--- src/hdl/ip_mode_defines.svh ---
// Offsets, field positions, reset values and timing counts for the IP link
`ifndef IP_MODE_DEFINES_SVH
`define IP_MODE_DEFINES_SVH

// Object indices and written values on the link
`define OBJ_CONTROL_WORD   16'h6040
`define OBJ_STATUS_WORD    16'h6041
`define OBJ_OP_MODE        16'h6060
`define OBJ_HOME_METHOD    16'h6098
`define OBJ_HOME_CLEAR     16'h2006
`define OP_MODE_IP         8'h07
`define HOME_METHOD_34     8'h22
`define HOME_CLEAR_VALUE   8'h07

// Control word bits
`define CW_SWITCH_ON       0
`define CW_ENABLE_VOLTAGE  1
`define CW_QUICK_STOP      2
`define CW_OP_ENABLE       3
`define CW_IP_ENABLE       4
`define CW_FAULT_RESET     7
`define CW_PAUSE           8
`define CW_USED_MASK       16'h019F
`define CW_ENABLE_MASK     16'h000F

// Status word bits
`define SW_READY           0
`define SW_SWITCHED_ON     1
`define SW_OP_ENABLED      2
`define SW_FAULT           3
`define SW_VOLTAGE         4
`define SW_QUICK_STOP      5
`define SW_SWITCH_DISABLED 6
`define SW_REMOTE          9
`define SW_TARGET          10
`define SW_IP_ACTIVE       12
`define SW_HOMED           15

// Host command port byte offsets
`define HREG_CONTROL       8'h00
`define HREG_MODE          8'h04
`define HREG_SETPOINT      8'h08
`define HREG_SYNC_PERIOD   8'h0C
`define HREG_STATUS        8'h10
`define HREG_HOME_METHOD   8'h14
`define HREG_HOME_CLEAR    8'h18
`define HREG_REJECTS       8'h1C

// Timing
`define SYNC_PERIOD_RESET  16'h0FA0

`endif

--- src/hdl/ip_mode_pkg.sv ---
// Types shared by both ends of the interpolated-position link
package ip_mode_pkg;

  typedef enum logic [2:0] {
    HOME_IDLE  = 3'b000,
    HOME_POS   = 3'b001,
    HOME_STOP  = 3'b010,
    HOME_NEG   = 3'b011,
    HOME_ABORT = 3'b100
  } home_state_t;

  typedef logic [15:0] word16_t;
  typedef logic [31:0] word32_t;

endpackage

--- src/hdl/ip_link_if.sv ---
// Link carrying object writes, sync and set-points between host and drive
`timescale 1ns/10ps
`default_nettype none
interface ip_link_if;
  logic                 obj_wr;
  ip_mode_pkg::word16_t obj_index;
  ip_mode_pkg::word32_t obj_data;
  logic                 sync_pulse;
  logic                 sp_valid;
  ip_mode_pkg::word32_t sp_data;
  ip_mode_pkg::word16_t status_word;

  modport host (
    output obj_wr,
    output obj_index,
    output obj_data,
    output sync_pulse,
    output sp_valid,
    output sp_data,
    input  status_word
  );

  modport drive (
    input  obj_wr,
    input  obj_index,
    input  obj_data,
    input  sync_pulse,
    input  sp_valid,
    input  sp_data,
    output status_word
  );
endinterface
`default_nettype wire

--- src/hdl/ip_drive_end.sv ---
// Drive end: control word decode, status word, homing method 34
//
// Local design decision: the plain strobed port.
`include "ip_mode_defines.svh"
`timescale 1ns/10ps
`default_nettype none
module ip_drive_end (
  input  wire logic       clock_i,
  input  wire logic       rst_n_i,
  ip_link_if.drive        link,
  input  wire logic       power_ok_i,
  input  wire logic       fault_i,
  input  wire logic       position_reached_i,
  input  wire logic       speed_zero_i,
  input  wire logic       positive_limit_switch_i,
  input  wire logic       index_pulse_i,
  input  wire logic       home_start_i,
  input  wire logic       retained_homed_i,
  output logic            servo_enable_o,
  output logic            quick_stop_o,
  output logic            pause_o,
  output logic            setpoint_valid_o,
  output logic [31:0]     setpoint_o,
  output logic            setpoint_reject_o,
  output logic            home_move_o,
  output logic            home_dir_pos_o,
  output logic            home_decel_o,
  output logic            origin_set_o,
  output logic            home_alarm_o,
  output logic            retained_homed_o
);

  // ==========================================================
  // Object registers
  ip_mode_pkg::word16_t      cw_raw_reg;
  ip_mode_pkg::word16_t      cw_eff_reg;
  logic [7:0]                mode_reg;
  logic [7:0]                method_reg;
  logic                      fault_reg;
  logic                      fault_rst_prev_reg;
  logic                      homed_reg;
  logic                      loaded_reg;
  logic                      limit_prev_reg;
  ip_mode_pkg::home_state_t  home_reg;
  ip_mode_pkg::home_state_t  home_next;

  wire wr_cw    = link.obj_wr && (link.obj_index == `OBJ_CONTROL_WORD);
  wire wr_mode  = link.obj_wr && (link.obj_index == `OBJ_OP_MODE);
  wire wr_meth  = link.obj_wr && (link.obj_index == `OBJ_HOME_METHOD);
  wire wr_clear = link.obj_wr && (link.obj_index == `OBJ_HOME_CLEAR)
                  && (link.obj_data[7:0] == `HOME_CLEAR_VALUE);

  wire [15:0] cw_in = link.obj_data[15:0] & `CW_USED_MASK;

  wire fault_rst_hold = cw_raw_reg[`CW_FAULT_RESET];
  wire fault_rst_rise = fault_rst_hold && !fault_rst_prev_reg;

  // ==========================================================
  // Drive state decode
  wire ready    = power_ok_i && !fault_reg;
  wire volt_on  = ready && cw_eff_reg[`CW_ENABLE_VOLTAGE];
  wire sw_on    = volt_on && cw_eff_reg[`CW_SWITCH_ON];
  wire qstop    = !cw_eff_reg[`CW_QUICK_STOP];
  wire enabled  = sw_on && !qstop && cw_eff_reg[`CW_OP_ENABLE];
  wire ip_mode  = (mode_reg == `OP_MODE_IP);
  wire ip_act   = ip_mode && enabled && cw_eff_reg[`CW_IP_ENABLE];
  wire paused   = cw_eff_reg[`CW_PAUSE];
  wire target   = paused ? speed_zero_i : position_reached_i;

  wire limit_rise = positive_limit_switch_i && !limit_prev_reg;
  wire home_go    = home_start_i && enabled
                    && (method_reg == `HOME_METHOD_34);
  wire home_hit   = ((home_reg == ip_mode_pkg::HOME_POS) ||
                     (home_reg == ip_mode_pkg::HOME_NEG)) &&
                    index_pulse_i && !paused;

  wire sp_take   = link.sp_valid && link.sync_pulse && ip_act && !paused;
  wire sp_reject = link.sp_valid && !sp_take;

  // ==========================================================
  // Homing sequencer
  always_comb begin
    home_next = home_reg;
    unique case (home_reg)
      ip_mode_pkg::HOME_IDLE: begin
        if (home_go) begin
          home_next = ip_mode_pkg::HOME_POS;
        end
      end
      ip_mode_pkg::HOME_POS: begin
        if (home_hit) begin
          home_next = ip_mode_pkg::HOME_IDLE;
        end else if (limit_rise) begin
          home_next = ip_mode_pkg::HOME_STOP;
        end
      end
      ip_mode_pkg::HOME_STOP: begin
        if (speed_zero_i) begin
          home_next = ip_mode_pkg::HOME_NEG;
        end
      end
      ip_mode_pkg::HOME_NEG: begin
        if (home_hit) begin
          home_next = ip_mode_pkg::HOME_IDLE;
        end else if (limit_rise) begin
          home_next = ip_mode_pkg::HOME_ABORT;
        end
      end
      ip_mode_pkg::HOME_ABORT: begin
        if (fault_rst_rise) begin
          home_next = ip_mode_pkg::HOME_IDLE;
        end
      end
      default: begin
        home_next = ip_mode_pkg::HOME_IDLE;
      end
    endcase
    if (!enabled && (home_reg != ip_mode_pkg::HOME_ABORT)) begin
      home_next = ip_mode_pkg::HOME_IDLE;
    end
  end

  // ==========================================================
  // Registers
  always_ff @(posedge clock_i or negedge rst_n_i) begin
    if (!rst_n_i) begin
      cw_raw_reg         <= 16'h0000;
      cw_eff_reg         <= 16'h0000;
      mode_reg           <= 8'h00;
      method_reg         <= 8'h00;
      fault_rst_prev_reg <= 1'b0;
      limit_prev_reg     <= 1'b0;
      home_reg           <= ip_mode_pkg::HOME_IDLE;
    end else begin
      if (wr_cw) begin
        cw_raw_reg <= cw_in;
      end
      // Commands frozen while reset bit high
      if (!fault_rst_hold) begin
        cw_eff_reg <= cw_raw_reg;
      end
      if (wr_mode && !fault_rst_hold) begin
        mode_reg <= link.obj_data[7:0];
      end
      if (wr_meth && !fault_rst_hold) begin
        method_reg <= link.obj_data[7:0];
      end
      fault_rst_prev_reg <= fault_rst_hold;
      limit_prev_reg     <= positive_limit_switch_i;
      home_reg           <= home_next;
    end
  end

  // Fault sticky; new fault wins over reset
  always_ff @(posedge clock_i or negedge rst_n_i) begin
    if (!rst_n_i) begin
      fault_reg <= 1'b0;
    end else if (fault_i || (home_next == ip_mode_pkg::HOME_ABORT)) begin
      fault_reg <= 1'b1;
    end else if (fault_rst_rise) begin
      fault_reg <= 1'b0;
    end
  end

  // Retained homed flag, loaded after reset
  always_ff @(posedge clock_i or negedge rst_n_i) begin
    if (!rst_n_i) begin
      homed_reg  <= 1'b0;
      loaded_reg <= 1'b0;
    end else begin
      loaded_reg <= 1'b1;
      if (home_hit) begin
        homed_reg <= 1'b1;
      end else if (wr_clear) begin
        homed_reg <= 1'b0;
      end else if (!loaded_reg) begin
        homed_reg <= retained_homed_i;
      end else if (home_go) begin
        homed_reg <= 1'b0;
      end
    end
  end

  // ==========================================================
  // Outputs and status word
  always_ff @(posedge clock_i or negedge rst_n_i) begin
    if (!rst_n_i) begin
      link.status_word  <= 16'h0000;
      servo_enable_o    <= 1'b0;
      quick_stop_o      <= 1'b0;
      pause_o           <= 1'b0;
      setpoint_valid_o  <= 1'b0;
      setpoint_o        <= 32'h00000000;
      setpoint_reject_o <= 1'b0;
      home_move_o       <= 1'b0;
      home_dir_pos_o    <= 1'b0;
      home_decel_o      <= 1'b0;
      origin_set_o      <= 1'b0;
      home_alarm_o      <= 1'b0;
      retained_homed_o  <= 1'b0;
    end else begin
      link.status_word <= 16'h0000;
      link.status_word[`SW_READY]           <= ready;
      link.status_word[`SW_SWITCHED_ON]     <= sw_on;
      link.status_word[`SW_OP_ENABLED]      <= enabled;
      link.status_word[`SW_FAULT]           <= fault_reg;
      link.status_word[`SW_VOLTAGE]         <= volt_on;
      link.status_word[`SW_QUICK_STOP]      <= !qstop;
      link.status_word[`SW_SWITCH_DISABLED] <= !ready;
      link.status_word[`SW_REMOTE]          <= !fault_rst_hold;
      link.status_word[`SW_TARGET]          <= target;
      link.status_word[`SW_IP_ACTIVE]       <= ip_act;
      link.status_word[`SW_HOMED]           <= homed_reg;
      servo_enable_o    <= enabled;
      quick_stop_o      <= qstop && sw_on;
      pause_o           <= paused;
      setpoint_valid_o  <= sp_take;
      if (sp_take) begin
        setpoint_o <= link.sp_data;
      end
      setpoint_reject_o <= sp_reject;
      home_move_o       <= !paused &&
                           ((home_next == ip_mode_pkg::HOME_POS) ||
                            (home_next == ip_mode_pkg::HOME_NEG));
      home_dir_pos_o    <= (home_next == ip_mode_pkg::HOME_POS);
      home_decel_o      <= (home_next == ip_mode_pkg::HOME_STOP);
      origin_set_o      <= home_hit;
      home_alarm_o      <= (home_next == ip_mode_pkg::HOME_ABORT);
      retained_homed_o  <= homed_reg;
    end
  end

endmodule
`default_nettype wire

--- src/flat_wrapper.sv ---
// flat-port wrapper written by rule: the top's interface ports become plain ports
module ip_drive_end_flat 
  (clock_i, rst_n_i, power_ok_i, fault_i, position_reached_i, speed_zero_i, positive_limit_switch_i, index_pulse_i, home_start_i, retained_homed_i, servo_enable_o, quick_stop_o, pause_o, setpoint_valid_o, setpoint_o, setpoint_reject_o, home_move_o, home_dir_pos_o, home_decel_o, origin_set_o, home_alarm_o, retained_homed_o, link_obj_wr, link_obj_index, link_obj_data, link_sync_pulse, link_sp_valid, link_sp_data, link_status_word);
  ip_link_if link_i ();
  input  wire logic clock_i;
  input  wire logic rst_n_i;
  input  wire logic power_ok_i;
  input  wire logic fault_i;
  input  wire logic position_reached_i;
  input  wire logic speed_zero_i;
  input  wire logic positive_limit_switch_i;
  input  wire logic index_pulse_i;
  input  wire logic home_start_i;
  input  wire logic retained_homed_i;
  output logic servo_enable_o;
  output logic quick_stop_o;
  output logic pause_o;
  output logic setpoint_valid_o;
  output logic [31:0] setpoint_o;
  output logic setpoint_reject_o;
  output logic home_move_o;
  output logic home_dir_pos_o;
  output logic home_decel_o;
  output logic origin_set_o;
  output logic home_alarm_o;
  output logic retained_homed_o;
  input wire logic [$bits(link_i.obj_wr)-1:0] link_obj_wr;
  input wire logic [$bits(link_i.obj_index)-1:0] link_obj_index;
  input wire logic [$bits(link_i.obj_data)-1:0] link_obj_data;
  input wire logic [$bits(link_i.sync_pulse)-1:0] link_sync_pulse;
  input wire logic [$bits(link_i.sp_valid)-1:0] link_sp_valid;
  input wire logic [$bits(link_i.sp_data)-1:0] link_sp_data;
  output wire logic [$bits(link_i.status_word)-1:0] link_status_word;
  assign link_i.obj_wr = link_obj_wr;
  assign link_i.obj_index = link_obj_index;
  assign link_i.obj_data = link_obj_data;
  assign link_i.sync_pulse = link_sync_pulse;
  assign link_i.sp_valid = link_sp_valid;
  assign link_i.sp_data = link_sp_data;
  assign link_status_word = link_i.status_word;
  ip_drive_end u_core (.clock_i(clock_i), .rst_n_i(rst_n_i), .link(link_i), .power_ok_i(power_ok_i), .fault_i(fault_i), .position_reached_i(position_reached_i), .speed_zero_i(speed_zero_i), .positive_limit_switch_i(positive_limit_switch_i), .index_pulse_i(index_pulse_i), .home_start_i(home_start_i), .retained_homed_i(retained_homed_i), .servo_enable_o(servo_enable_o), .quick_stop_o(quick_stop_o), .pause_o(pause_o), .setpoint_valid_o(setpoint_valid_o), .setpoint_o(setpoint_o), .setpoint_reject_o(setpoint_reject_o), .home_move_o(home_move_o), .home_dir_pos_o(home_dir_pos_o), .home_decel_o(home_decel_o), .origin_set_o(origin_set_o), .home_alarm_o(home_alarm_o), .retained_homed_o(retained_homed_o));
endmodule
--- config.mk ---
export PLATFORM = sky130hd
export DESIGN_NAME = ip_drive_end_flat
export DESIGN_NICKNAME = d
export VERILOG_FILES = /design/src/hdl/ip_mode_pkg.sv /design/src/hdl/ip_link_if.sv /design/src/hdl/ip_drive_end.sv /design/src/flat_wrapper.sv
export VERILOG_INCLUDE_DIRS = /design/src /design/src/hdl
export SDC_FILE = /design/constraint.sdc
export NUM_CORES = 1
export LEC_CHECK = 0
export BUFFER_PORTS_ARGS = -buffer_cell sky130_fd_sc_hd__buf_2
export CAP_MARGIN = 20
export CORE_ASPECT_RATIO = 0.9
export CORE_MARGIN = 4
export CORE_UTILIZATION = 51
export DETAILED_ROUTE_END_ITERATION = 8
export PLACE_DENSITY = 0.84
export SETUP_SLACK_MARGIN = 0.3
export SLEW_MARGIN = 15
export SYNTH_ARGS = -nofsm -noshare
export SYNTH_HDL_FRONTEND = slang
export SYNTH_SLANG_ARGS = --single-unit
--- constraint.sdc ---
create_clock -name clock_i -period 5.1 [get_ports clock_i]
set_input_delay 0.255 -clock clock_i [delete_from_list [all_inputs] [get_ports clock_i]]
set_output_delay 0.255 -clock clock_i [all_outputs]
set_load 0.005 [all_outputs]
==> summary.txt <==
Finished Cell Area: 4490 um^2
pin count of the biggest net entering global routing: 90
GRT Total Usage: 0.174
Syn Inst Count: 239
CTS Buf Count: 9
number of synthesized flops with an enable pin: 0
register area share after synthesis: 0.608
# setup viols final: 0
mux contribution to synthesized area: 0.223
Top reg by flops: u_core.setpoint_o
FP Rows: 29
Pleak: 2.49 nW
largest family of logic cells by synthesized area: multiplexers
Final min period: 2.74 ns
Initial Util: 0.523
cts repair resizes: 0
Worst EP arrival: 2.97 ns
max-capacitance violation count: 0
final hold violations: 89
Root Buffer: clkbuf_8
type of origin of the critical path: flip-flop
Clock Sinks: 89
commonest cells after routing, fill and taps aside: buf_2 (122), dfrtp_1 (89), mux2_2 (33)
mean area per synthesized cell: 15.3 um^2
hold crit path type: in -> async
Register-to-Register Path Depth: 3
DRT Pass-1 Iters: 4
via count: 2336
worst vdd ir: 0.140 mV
hold_ws: -0.0479 ns
worst slew pin tran: 1.03 ns
Critical R2R Capture: u_core.setpoint_o[30]
Detailed Place HPWL: 5560 um
Die H: 88.4 um
vias in the first global route: 2401
1st-iter DRT viols: 88
most common cell after layout, fill and taps aside: buf_2
TNS Setup: 0 ns
Max clock buf depth: 2
adder-cell share of the synthesized area: 0
Placeable Area: 7000 um^2
Largest regs: u_core.setpoint_o: 32 flops, u_core.link.status_word: 10 flops
first-pass GRT wire length: 11800 um
# fillers: 546
layout cells sized above 1: 0.566
kind of critical path: reg -> reg
Crit. End Element: flip-flop
hold buffers post-CTS: 0
drt total wl: 7490 um
Slew Limit Fails: 0
Synth Area in Simple Gates: 0.103
grt ovf: 0
Synth cell types: 44
Synth Area in Compound Gates: 0.0222
Die Area: 8610 um^2
area post-placement: 4280 um^2
GPL Wtd Cong: 0.786
Fmax achieved: 0.365 GHz
Pwr Total: 1.28 mW
initial antenna violation count: 0
Setup Fix Bufs, Post-CTS: 0
port bufs: 123
# diodes: 0
final worst setup slack: 2.36 ns
H-Tree Depth: 3
period utilization: 0.538
ys async rst share: 1.00
critical path fanouts, max: 33
clock skew: 0.0150 ns
worst skew pair latency: 0.35 ns
P per Cell Area: 285 nW/um^2
Die Wd: 97.3 um
nets@finish: 457
required time worst endpoint: 5.33 ns
reg2reg start: u_core.mode_reg[5]
max FFs per register: 32
wire length per cell: 16.2 um
Syn. warnings: 0
TritonCTS clock tree: built
Yosys reg bits: 89
FF-to-FF setup slack: 2.36 ns
pre-CTS WS: 2.36 ns
RSZ-0062 raised after global routing: no
clk slew on worst S/H paths: 0.09 ns
I/O Pins: 152
xor/xnor share of the synthesized area: 0
outcome: complete, but fails checks
failing checks: negative hold slack
DRC: 0
Routed Antenna Nets: 0
DR vias/cell: 5.06
dominant synthesized flop cell: dfrtp_1
Post-Synthesis Cell Area: 3660 um^2
Worst slew margin: 0.315
area added between synthesis and finish: 22.6%
==> report_power, final <==
group | internal [mW] | leakage [nW] | switching, mW
clock | 0.230 | 0.0885 | 0.258
sequential | 0.715 | 1.20 | 0.00457
combinational | 0.0389 | 1.21 | 0.0359
total | 0.983 | 2.49 | 0.298
==> cells in the mapped netlist (3+ instances only) <==
| library cell | count | area share |
|---|---|---|
| nor2b_1 | 6 | 0.010 |
| dfrtp_1 | 89 | 0.61 |
| nor4_1 | 3 | 0.0051 |
| nor4b_1 | 4 | 0.0096 |
| mux2_4 | 29 | 0.12 |
| and3_1 | 5 | 0.0085 |
| nand2b_1 | 3 | 0.0051 |
| nor2_1 | 7 | 0.0072 |
| nand3b_1 | 3 | 0.0061 |
| mux2_2 | 33 | 0.10 |
| buf_4 | 7 | 0.014 |
| nand2_1 | 4 | 0.0041 |
| buf_12 | 3 | 0.016 |
| inv_1 | 3 | 0.0031 |
==> layer usage <==
metal	vias up	routed length, um	track usage
met5	-	0	0
met4	0	168	0.0868
met3	13	400	0.0307
met2	69	3870	0.294
met1	1161	3050	0.221
li1	1093	-	-
==> cell type report <==
| class | instances | area [um^2] | area share |
|---|---|---|---|
| Inverter | 4 | 15.0 | 0.00334 |
| Sequential cell | 89 | 2230 | 0.496 |
| Clock inverter | 7 | 77.6 | 0.0173 |
| Tap cell | 93 | 116 | 0.0259 |
| Clock buffer | 9 | 124 | 0.0276 |
| Timing Repair Buffer | 124 | 632 | 0.141 |
| Multi-Input combinational cell | 136 | 1300 | 0.290 |
==> logic make-up after synthesis <==
family	after synthesis
flops	89
simple gates	57
buf+inv	18
compound gates	10
other cells	2
mux	63
==> critical path: stages, from the launching register on <==
cell and delay [ns]:
dfrtp_1 0.39, or4b_1 0.56, or4_2 1.19, mux2_4 0.46
==> how the worst max path moves through the flow <==
| stage | depth (start not counted) | startpoint | slack (ns) | endpoint |
|---|---|---|---|---|
| 2_1_floorplan | 5 | u_core.mode_reg[5] | 3.00 | u_core.setpoint_o[10] |
| 6_report | 3 | u_core.mode_reg[5] | 2.36 | u_core.setpoint_o[30] |
| 5_1_grt | 4 | u_core.cw_eff_reg[2] | 2.26 | u_core.setpoint_o[30] |
| 4_1_cts | 3 | u_core.mode_reg[5] | 2.35 | u_core.setpoint_o[27] |
| 3_5_place_dp | 3 | u_core.mode_reg[5] | 2.36 | u_core.setpoint_o[13] |
| 3_3_place_gp | 3 | u_core.mode_reg[5] | 2.41 | u_core.setpoint_o[2] |
==> metrics by stage <==
step	utilization	cells
6_report	0.642	462
5_1_grt	0.642	462
4_1_cts	0.640	461
3_5_place_dp	0.611	445
3_3_place_gp	0.611	445
2_1_floorplan	-	243
(Power assumes the default switching activity.)
